[src/design/dev_port_pkg.sv]
// shared constants and types for the development port sequencer and freeze control
package dev_port_pkg;
   // ==========================================================
   // frame layout: start bit, two kind bits, data word
   localparam int          DATA_W      = 32;
   localparam int          KIND_W      = 2;
   localparam int          STAT_W      = 2;
   localparam int          FRAME_LEN   = 1 + KIND_W + DATA_W;
   localparam int          CNT_W       = 6;
   localparam logic [CNT_W-1:0] LAST_BIT = 6'h22;
   // ==========================================================
   // kind codes shifted in after the start bit
   localparam logic [KIND_W-1:0] KIND_INSTR = 2'h0;
   localparam logic [KIND_W-1:0] KIND_DATA  = 2'h1;
   localparam logic [KIND_W-1:0] KIND_TRAP  = 2'h2;
   // ==========================================================
   // status codes shifted out ahead of the data word
   localparam logic [STAT_W-1:0] STAT_DATA   = 2'h0;
   localparam logic [STAT_W-1:0] STAT_SEQERR = 2'h1;
   localparam logic [STAT_W-1:0] STAT_EXC    = 2'h2;
   localparam logic [STAT_W-1:0] STAT_NULL   = 2'h3;
   // ==========================================================
   // freeze status pins code and reset values
   localparam logic [1:0]        FREEZE_CODE  = 2'h3;
   localparam logic [1:0]        NOFREEZE     = 2'h0;
   localparam logic [DATA_W-1:0] TRAP_RESET   = 32'h00000000;
   localparam logic [DATA_W-1:0] WORD_RESET   = 32'h00000000;
   // ==========================================================
   // port usage steps, one-hot
   typedef enum logic [6:0] {
      STEP_FETCH    = 7'h01,
      STEP_READ     = 7'h02,
      STEP_CPUDATA  = 7'h04,
      STEP_EXC      = 7'h08,
      STEP_SEQ      = 7'h10,
      STEP_IDLE     = 7'h20,
      STEP_NORMERR  = 7'h40
   } step_t;
endpackage

[src/design/dev_port_sequencer_freeze.sv]
// development port step sequencer with freeze indication, top level
// Notes on behaviour
// - outside debug mode, CPU instruction or data is ignored and latches sequence error
// - outside debug mode, trap enable data updates the register; idle step stays
// - normal error step ignores input, reports sequence error, returns to idle
// - status codes differ for null, exception, sequence error and CPU data
// - port can error-terminate CPU reads, pass instructions/data, load trap enables
// - any enabled debug event asserts freeze, debug mode enabled or not
// - an event freezes only when its debug enable bit is set
// - return-from-interrupt releases freeze only if the cause register was cleared
// - software reads cause register to clear it, then returns to release
// - with debug mode off, events raise ordinary exceptions; registers only drive freeze
// - freeze shows on status pins only while in debug mode
// - freeze reaches each module, which halts when programmed to
// - save/restore registers change in debug mode only when written
// - status shifted out follows what the previous frame shifted in
// - data during a debug fetch is ignored; fetch errored; sequence error latched
// - debug mode, shown on status pins, selects the usage table
`timescale 1ns/10ps
`default_nettype none
module dev_port_sequencer_freeze
   import dev_port_pkg::*;
#(
   parameter int EVT_W = 8,
   parameter int MOD_W = 4
)(
   input  wire logic              clk,
   input  wire logic              rst,
   input  wire logic              ce,
   input  wire logic              portSerialClk,
   input  wire logic              portSerialIn,
   output logic                   portSerialOut,
   output logic                   portReadyOut,
   input  wire logic              cpuFetchReq,
   input  wire logic              cpuReadReq,
   input  wire logic              cpuWriteStb,
   input  wire logic [DATA_W-1:0] cpuWriteData,
   input  wire logic              cpuExcStb,
   output logic                   instrStb,
   output logic [DATA_W-1:0]      instrWord,
   output logic                   readDataStb,
   output logic [DATA_W-1:0]      readData,
   output logic                   cpuErrStb,
   output logic [DATA_W-1:0]      trapEnableCtrl,
   output logic                   seqErrFlag,
   input  wire logic [EVT_W-1:0]  events,
   input  wire logic [EVT_W-1:0]  debugEnable,
   input  wire logic              debugModeEnable,
   input  wire logic              causeRead,
   input  wire logic              rfiExec,
   input  wire logic [DATA_W-1:0] pc,
   input  wire logic [DATA_W-1:0] msr,
   input  wire logic              srr0Write,
   input  wire logic              srr1Write,
   input  wire logic [DATA_W-1:0] srrData,
   input  wire logic [MOD_W-1:0]  haltEnable,
   output logic                   freezeInternal,
   output logic [1:0]             freezeStatusPins,
   output logic [MOD_W-1:0]       moduleHalt,
   output logic [EVT_W-1:0]       causeReg,
   output logic                   exceptionReq,
   output logic [DATA_W-1:0]      saveRestore0,
   output logic [DATA_W-1:0]      saveRestore1
);
   step_t                   step;
   step_t                   next_step;
   logic                    waitCpu;
   logic                    debugSeen;
   logic [DATA_W-1:0]       cpuWord;
   logic                    frameStb;
   logic [KIND_W-1:0]       frameKind;
   logic [DATA_W-1:0]       frameData;
   logic                    inDebug;
   logic [STAT_W-1:0]       statusCode;
   logic                    next_instr;
   logic                    next_read;
   logic                    next_err;
   logic                    next_seq;
   logic                    next_wait;

   // ==========================================================
   // frame decode
   wire isInstr = frameStb & (frameKind == KIND_INSTR);
   wire isTrap  = frameStb & (frameKind == KIND_TRAP);
   wire isData  = frameStb & ~isInstr & ~isTrap;
   wire enterDbg = inDebug & ~debugSeen;
   wire leaveDbg = ~inDebug & debugSeen;

   // status for the next frame from current step
   always_comb begin
      case (step)
         STEP_CPUDATA: statusCode = STAT_DATA;
         STEP_EXC:     statusCode = STAT_EXC;
         STEP_SEQ:     statusCode = STAT_SEQERR;
         STEP_NORMERR: statusCode = STAT_SEQERR;
         default:      statusCode = STAT_NULL;
      endcase
   end

   wire [DATA_W-1:0] outData = (step == STEP_CPUDATA) ? cpuWord : WORD_RESET;
   wire [STAT_W+DATA_W-1:0] loadWord = {statusCode, outData};

   port_shifter u_shifter (
      .clk           (clk),
      .rst           (rst),
      .ce            (ce),
      .portSerialClk (portSerialClk),
      .portSerialIn  (portSerialIn),
      .ready         (~waitCpu),
      .loadWord      (loadWord),
      .portSerialOut (portSerialOut),
      .frameStb      (frameStb),
      .frameKind     (frameKind),
      .frameData     (frameData)
   );

   freeze_ctrl #(.EVT_W(EVT_W)) u_freeze (
      .clk             (clk),
      .rst             (rst),
      .ce              (ce),
      .events          (events),
      .debugEnable     (debugEnable),
      .debugModeEnable (debugModeEnable),
      .causeRead       (causeRead),
      .rfiExec         (rfiExec),
      .pc              (pc),
      .msr             (msr),
      .srr0Write       (srr0Write),
      .srr1Write       (srr1Write),
      .srrData         (srrData),
      .freeze          (freezeInternal),
      .inDebug         (inDebug),
      .causeReg        (causeReg),
      .exceptionReq    (exceptionReq),
      .saveRestore0    (saveRestore0),
      .saveRestore1    (saveRestore1)
   );

   // ==========================================================
   // step sequencing
   always_comb begin
      next_step  = step;
      next_instr = 1'b0;
      next_read  = 1'b0;
      next_err   = 1'b0;
      next_seq   = 1'b0;
      next_wait  = waitCpu;
      if (enterDbg) begin
         next_step = STEP_FETCH;
         next_wait = 1'b0;
      end else if (leaveDbg) begin
         next_step = STEP_IDLE;
         next_wait = 1'b0;
      end else if (waitCpu) begin
         if (cpuWriteStb) begin
            next_step = STEP_CPUDATA;
            next_wait = 1'b0;
         end else if (cpuExcStb) begin
            next_step = STEP_EXC;
            next_wait = 1'b0;
         end else if (cpuReadReq) begin
            next_step = STEP_READ;
            next_wait = 1'b0;
         end else if (cpuFetchReq) begin
            next_step = STEP_FETCH;
            next_wait = 1'b0;
         end
      end else if (frameStb) begin
         case (step)
            STEP_IDLE: begin
               if (!isTrap) begin
                  next_step = STEP_NORMERR;
                  next_seq  = 1'b1;
               end
            end
            STEP_NORMERR: next_step = STEP_IDLE;
            STEP_FETCH, STEP_CPUDATA: begin
               if (isInstr) begin
                  next_instr = 1'b1;
                  next_wait  = 1'b1;
               end else if (isData) begin
                  next_err  = 1'b1;
                  next_seq  = 1'b1;
                  next_step = STEP_SEQ;
               end else begin
                  next_step = STEP_FETCH;
               end
            end
            STEP_READ: begin
               if (isInstr) begin
                  next_err  = 1'b1;
                  next_seq  = 1'b1;
                  next_step = STEP_SEQ;
               end else if (isData) begin
                  next_read = 1'b1;
                  next_step = STEP_FETCH;
               end
            end
            STEP_EXC: next_step = STEP_FETCH;
            STEP_SEQ: next_step = STEP_EXC;
            default:  next_step = STEP_IDLE;
         endcase
      end
   end

   always_ff @(posedge clk) begin
      if (rst) begin
         step        <= STEP_IDLE;
         waitCpu     <= 1'b0;
         debugSeen   <= 1'b0;
         seqErrFlag  <= 1'b0;
         instrStb    <= 1'b0;
         readDataStb <= 1'b0;
         cpuErrStb   <= 1'b0;
      end else if (ce) begin
         step        <= next_step;
         waitCpu     <= next_wait;
         debugSeen   <= inDebug;
         instrStb    <= next_instr;
         readDataStb <= next_read;
         cpuErrStb   <= next_err;
         if (next_seq)
            seqErrFlag <= 1'b1;
         else if (next_step != STEP_SEQ && next_step != STEP_NORMERR)
            seqErrFlag <= 1'b0;
      end
   end

   // ==========================================================
   // data words, trap enables, pins
   always_ff @(posedge clk) begin
      if (rst) begin
         instrWord      <= WORD_RESET;
         readData       <= WORD_RESET;
         cpuWord        <= WORD_RESET;
         trapEnableCtrl <= TRAP_RESET;
         portReadyOut   <= 1'b0;
         freezeStatusPins <= NOFREEZE;
      end else if (ce) begin
         if (next_instr)
            instrWord <= frameData;
         if (next_read)
            readData <= frameData;
         if (waitCpu && cpuWriteStb)
            cpuWord <= cpuWriteData;
         if (isTrap && !enterDbg && !leaveDbg && !waitCpu && step != STEP_NORMERR
             && step != STEP_SEQ && step != STEP_EXC)
            trapEnableCtrl <= frameData;
         portReadyOut <= ~next_wait;
         freezeStatusPins <= (inDebug & freezeInternal) ? FREEZE_CODE : NOFREEZE;
      end
   end

   genvar m;
   generate
      for (m = 0; m < MOD_W; m++) begin : g_halt
         always_ff @(posedge clk) begin
            if (rst)
               moduleHalt[m] <= 1'b0;
            else if (ce)
               moduleHalt[m] <= freezeInternal & haltEnable[m];
         end
      end
   endgenerate
endmodule
`default_nettype wire

[src/design/freeze_ctrl.sv]
// freeze, cause register, debug mode entry and save/restore registers
`timescale 1ns/10ps
`default_nettype none
module freeze_ctrl
   import dev_port_pkg::*;
#(
   parameter int EVT_W = 8
)(
   input  wire logic              clk,
   input  wire logic              rst,
   input  wire logic              ce,
   input  wire logic [EVT_W-1:0]  events,
   input  wire logic [EVT_W-1:0]  debugEnable,
   input  wire logic              debugModeEnable,
   input  wire logic              causeRead,
   input  wire logic              rfiExec,
   input  wire logic [DATA_W-1:0] pc,
   input  wire logic [DATA_W-1:0] msr,
   input  wire logic              srr0Write,
   input  wire logic              srr1Write,
   input  wire logic [DATA_W-1:0] srrData,
   output logic                   freeze,
   output logic                   inDebug,
   output logic [EVT_W-1:0]       causeReg,
   output logic                   exceptionReq,
   output logic [DATA_W-1:0]      saveRestore0,
   output logic [DATA_W-1:0]      saveRestore1
);
   wire             enabledHit = |(events & debugEnable);
   wire             anyEvent   = |events;
   wire             release_   = rfiExec & (causeReg == '0) & ~enabledHit;
   wire             enterDebug = enabledHit & debugModeEnable;
   wire             excTake    = anyEvent & ~debugModeEnable;
   wire [EVT_W-1:0] next_cause = (causeRead ? '0 : causeReg) | events;

   always_ff @(posedge clk) begin
      if (rst) begin
         freeze       <= 1'b0;
         inDebug      <= 1'b0;
         causeReg     <= '0;
         exceptionReq <= 1'b0;
      end else if (ce) begin
         causeReg     <= next_cause;
         exceptionReq <= excTake;
         if (enabledHit)
            freeze <= 1'b1;
         else if (release_)
            freeze <= 1'b0;
         if (enterDebug)
            inDebug <= 1'b1;
         else if (release_)
            inDebug <= 1'b0;
      end
   end

   // ==========================================================
   // save/restore registers held in debug mode unless written
   always_ff @(posedge clk) begin
      if (rst) begin
         saveRestore0 <= WORD_RESET;
         saveRestore1 <= WORD_RESET;
      end else if (ce) begin
         if (srr0Write)
            saveRestore0 <= srrData;
         else if (excTake && !inDebug)
            saveRestore0 <= pc;
         if (srr1Write)
            saveRestore1 <= srrData;
         else if (excTake && !inDebug)
            saveRestore1 <= msr;
      end
   end
endmodule
`default_nettype wire

[src/design/port_shifter.sv]
// serial shifter for the development port: pin sync, frame capture, status shift out
`timescale 1ns/10ps
`default_nettype none
module port_shifter
   import dev_port_pkg::*;
(
   input  wire logic              clk,
   input  wire logic              rst,
   input  wire logic              ce,
   input  wire logic              portSerialClk,
   input  wire logic              portSerialIn,
   input  wire logic              ready,
   input  wire logic [STAT_W+DATA_W-1:0] loadWord,
   output logic                   portSerialOut,
   output logic                   frameStb,
   output logic [KIND_W-1:0]      frameKind,
   output logic [DATA_W-1:0]      frameData
);
   logic [1:0]              clkSync;
   logic [1:0]              dinSync;
   logic                    clkLast;
   logic                    busy;
   logic [CNT_W-1:0]        bitCnt;
   logic [FRAME_LEN-2:0]    inShift;
   logic [STAT_W+DATA_W-1:0] outShift;
   wire                     rise = clkSync[1] & ~clkLast;
   wire                     startBit = rise & ~busy & ready & dinSync[1];
   wire                     lastBit = rise & busy & (bitCnt == LAST_BIT);

   always_ff @(posedge clk) begin
      if (rst) begin
         clkSync <= 2'h0;
         dinSync <= 2'h0;
         clkLast <= 1'b0;
      end else if (ce) begin
         clkSync <= {clkSync[0], portSerialClk};
         dinSync <= {dinSync[0], portSerialIn};
         clkLast <= clkSync[1];
      end
   end

   always_ff @(posedge clk) begin
      if (rst) begin
         busy          <= 1'b0;
         bitCnt        <= '0;
         inShift       <= '0;
         outShift      <= '0;
         portSerialOut <= 1'b0;
         frameStb      <= 1'b0;
         frameKind     <= KIND_INSTR;
         frameData     <= WORD_RESET;
      end else if (ce) begin
         frameStb <= 1'b0;
         if (startBit) begin
            busy          <= 1'b1;
            bitCnt        <= 6'h1;
            portSerialOut <= loadWord[STAT_W+DATA_W-1];
            outShift      <= {loadWord[STAT_W+DATA_W-2:0], 1'b0};
         end else if (rise && busy) begin
            inShift       <= {inShift[FRAME_LEN-3:0], dinSync[1]};
            portSerialOut <= outShift[STAT_W+DATA_W-1];
            outShift      <= {outShift[STAT_W+DATA_W-2:0], 1'b0};
            bitCnt        <= bitCnt + 6'h1;
            if (lastBit) begin
               busy      <= 1'b0;
               frameStb  <= 1'b1;
               frameKind <= inShift[FRAME_LEN-3 -: KIND_W];
               frameData <= {inShift[DATA_W-2:0], dinSync[1]};
            end
         end
      end
   end
endmodule
`default_nettype wire

[config.mk]
export PLATFORM = sky130hd
export DESIGN_NAME = dev_port_sequencer_freeze
export DESIGN_NICKNAME = d
export VERILOG_FILES = /design/src/design/dev_port_pkg.sv /design/src/design/dev_port_sequencer_freeze.sv /design/src/design/freeze_ctrl.sv /design/src/design/port_shifter.sv
export SDC_FILE = /design/constraint.sdc
export NUM_CORES = 1
export LEC_CHECK = 0
export BUFFER_PORTS_ARGS = -buffer_cell sky130_fd_sc_hd__buf_2
export CAP_MARGIN = 20
export CORE_MARGIN = 2
export CORE_UTILIZATION = 59
export CTS_BUF_LIST = sky130_fd_sc_hd__clkbuf_4
export CTS_CLUSTER_DIAMETER = 80
export DETAILED_ROUTE_END_ITERATION = 6
export PLACE_DENSITY_LB_ADDON = 0.12
export SLEW_MARGIN = 40
export SYNTH_ARGS = -nofsm -noshare
export SYNTH_HDL_FRONTEND = slang
export SYNTH_SLANG_ARGS = --single-unit
[constraint.sdc]
create_clock -name clk -period 4.95 [get_ports clk]
set_clock_uncertainty 0.1 [all_clocks]
set_input_delay 0 -clock clk [delete_from_list [all_inputs] [get_ports clk]]
set_output_delay 0 -clock clk [all_outputs]
set_load 0.01 [all_outputs]
==> flow_metrics.env <==
export IMPL_run_status="finished with violations"
export IMPL_violated_checks="design-rule violations"
export IMPL_synth_avg_cell_area_sq_um=8.48
export IMPL_min_delay_src="srrData[17]"
export IMPL_overflow=0
export IMPL_dieHeight_um=153
export IMPL_ratio_of_cells_with_drive_above_1_in_the_final_layout_pct=22.8
export IMPL_grt_setup_unrepaired="no"
export IMPL_worst_setup_path_startpoint="waitCpu$_SDFFE_PP0P_"
export IMPL_final_antenna_net_count=0
export IMPL_dp_cells=2066
export IMPL_area_growth_pct=43.5
export IMPL_chipWidth_um=153
export IMPL_synth_top_cell_area_share_pct=51.0
export IMPL_critical_path_max_fanout=32
export IMPL_post_cts_resized_instances=0
export IMPL_post_layout_nonfiller_instances=2507
export IMPL_finalCoreUtilization_pct=86.4
export IMPL_worst_ir_drop_vdd_uv=249
export IMPL_ys_seq_elements=336
export IMPL_final_hold_viol_count=0
export IMPL_mappedNetlistNets=1718
export IMPL_cellPowerDensity_mw_per_mm2=313
export IMPL_worst_ep_arrival_time_ns=3.77
export IMPL_setup_violations_final=0
export IMPL_nNetsFinal=2330
export IMPL_max_slew_worst_pin_slew_ns=0.835
export IMPL_timing_worst_setup_path_type="flop to flop"
export IMPL_mappedNetlistArea_sq_mm=0.0132
export IMPL_holdCritPathClass="input pin to flop"
export IMPL_grt_pass1_vias=15230
export IMPL_ctsHtreeMaxLevel=3
export IMPL_syn_inst=1554
export IMPL_start_kind="flop"
export IMPL_final_setup_tns_ns=0
export IMPL_yosys_warnings=0
export IMPL_reported_max_cap_violation_count=0
export IMPL_cts_root_buf="clkbuf_4"
export IMPL_ys_seq_area_share_pct=51.0
export IMPL_synth_area_leader_cell="dfxtp_1"
export IMPL_synthArstFlopShare_pct=0
export IMPL_design_core_area_sq_mm=0.0219
export IMPL_dp_final_hpwl_um=22600
export IMPL_number_of_placement_rows=54
export IMPL_drt_initial_drc_count=2073
export IMPL_grt_total_usage_pct=41.1
export IMPL_wire_length_of_the_first_global_routing_pass_um=78800
export IMPL_routed_via_density=6.19
export IMPL_period_minus_slack_ns=3.23
export IMPL_worst_setup_path_end_kind="flop"
export IMPL_drtPass1Iterations=7
export IMPL_slew_violations=0
export IMPL_timing_fmax_ghz=0.310
export IMPL_timing_critical_path_required_ns=5.49
export IMPL_leakage_nw=7.87
export IMPL_largest_net_degree_at_the_start_of_global_routing=166
export IMPL_initial_antenna_violation_count=9
export IMPL_tritoncts="yes"
export IMPL_ios=344
export IMPL_cts_reportedPaths_clkPinSlew_ns=0.11
export IMPL_synth_edf_count=0
export IMPL_avgRoutedWirePerCell_um=21.4
export IMPL_cts_num_sinks=336
export IMPL_numCtsBuffers=84
export IMPL_buffer_ports_inserted=343
export IMPL_crit_reg2reg_launch="waitCpu$_SDFFE_PP0P_"
export IMPL_drc=31
export IMPL_clk_insertion_delay_late_ns=0.70
export IMPL_ys_types=51
export IMPL_design_die_area_sq_mm=0.0235
export IMPL_detail_route_wirelength_um=53500
export IMPL_top_cells_by_area_in_the_synthesized_netlist="dfxtp_1, nand2_1, mux2i_1"
export IMPL_globalplace_congestion=0.877
export IMPL_floorplan_initialDensity_pct=60.2
export IMPL_layout_worst_path_cycle_share_pct=65.2
export IMPL_detailroute_via_count=15509
export IMPL_clockBufferDepth=3
export IMPL_timing_slew_headroom_pct=44.0
export IMPL_synth_main_ff_cell="dfxtp_1"
[stage by stage]
| step | hold WS (ns) | total power [mW] | setup slack, ns | instance area [sq um] |
|---|---|---|---|---|
| 3_5_place_dp | 0.146 | 3.25 | 2.32 | 14900 |
| 2_1_floorplan | 0.0360 | 3.08 | 2.76 | 13200 |
| 5_1_grt | 0.0975 | 6.07 | 1.69 | 18900 |
| 3_3_place_gp | 0.142 | 3.24 | 2.19 | 14800 |
| 6_report | 0.0791 | 5.91 | 1.72 | 18900 |
| 4_1_cts | 0.0370 | 5.72 | 2.13 | 18900 |
[final cells by class]
class | count | area, sq um
Antenna cell | 9 | 22.5
Clock buffer | 118 | 886
Clock inverter | 20 | 159
Fill cell | 1099 | 2980
Inverter | 6 | 22.5
Multi-Input combinational cell | 1085 | 5920
Sequential cell | 336 | 6730
Tap cell | 280 | 350
Timing Repair Buffer | 653 | 4820
[routing by layer]
layer | GRT usage (%) | vias up | routed length (um)
met2 | 66.2 | 1369 | 23800
met4 | 30.3 | 2 | 5130
met5 | 0 | - | 47
met1 | 46.7 | 7025 | 18400
met3 | 11.5 | 506 | 6190
li1 | - | 6607 | -
[power breakdown]
| group | internal (mW) | total (mW) | leakage (nW) | switching, mW |
|---|---|---|---|---|
| clock network | 1.25 | 2.45 | 0.623 | 1.20 |
| registers | 2.76 | 2.81 | 2.72 | 0.0552 |
| logic | 0.312 | 0.654 | 4.52 | 0.342 |
| total | 4.32 | 5.91 | 7.87 | 1.59 |
[synth_stat cells (all sizes together), types with 2 or more instances]
cell     count
nor4         9
nor3        46
ha           2
or4          2
and3         2
nor2       169
a211oi      68
xnor2        8
mux2i      104
inv          6
or2          2
a2bb2oi      2
a21oi      191
and2         4
nand4b       3
or3          4
o21ai        8
o211ai       3
a221oi      31
xor2         2
o21bai       2
o31ai        4
a31oi        2
a22oi       14
buf         31
dfxtp      336
nor2b        3
a311oi       2
clkbuf      96
nand2      353
nand3       17
o21a         3
nand2b       6
nor3b        4
nor4b        4
nand4        4
[path summary, 6_finish.rpt]
check	endpoint	slack [ns]	cells after the start
min	u_freeze.saveRestore1[17]$_SDFFE_PP0P_	0.08	4
max	cpuWord[10]$_SDFFE_PP0P_	1.72	5
min reg2reg	u_shifter.inShift[16]$_SDFFE_PP0P_	0.34	2
max reg2reg	cpuWord[10]$_SDFFE_PP0P_	1.72	5
[flip-flops by register name, indices dropped and copies added, names as in the netlist, 4 cells and up]
name / flops
u_shifter.inShift: 33
readData: 32
moduleHalt: 4
u_shifter.outShift: 33
u_freeze.saveRestore0: 32
step: 7
u_freeze.causeReg: 8
instrWord: 32
u_freeze.saveRestore1: 32
u_shifter.frameData: 32
u_shifter.bitCnt: 6
trapEnableCtrl: 32
cpuWord: 32
[cell usage in the layout (no fill, tap or decap), types with 9 or more instances in the layout]
cell,n
nand2_1,351
buf_2,342
dfxtp_1,336
dlygate4sd3_1,293
a21oi_1,189
nor2_1,168
clkbuf_4,118
mux2i_1,104
a211oi_1,68
nor3_1,45
a221oi_1,31
nand3_1,17
a22oi_1,14
buf_4,14
clkinv_1,13
diode_2,9
[worst max-delay path: stages (launching register included)]
cell,delay (ns)
dfxtp_1,0.69
and3_2,0.78
nand2_1,0.11
dlygate4sd3_1,0.59
a21oi_1,0.14
dlygate4sd3_1,0.74
[kinds of logic (layout without fill, tap and decap cells)]
kind of cell	Yosys count	in the layout	synth area share (%)
xor+xnor	10	10	0.665
fa+ha+maj	2	2	0.190
flops	336	336	51.0
buf+inv	133	797	4.31
simple gates	635	635	20.3
compound gates	334	334	15.6
mux	104	104	7.90
other cells	0	9	0
[timing repair]
action | CTS | global route
hold buffers | 293 | 0
setup buffers | 0 | 0
hold endpoints to repair | 306 | 0
(Power assumes the default switching activity.)
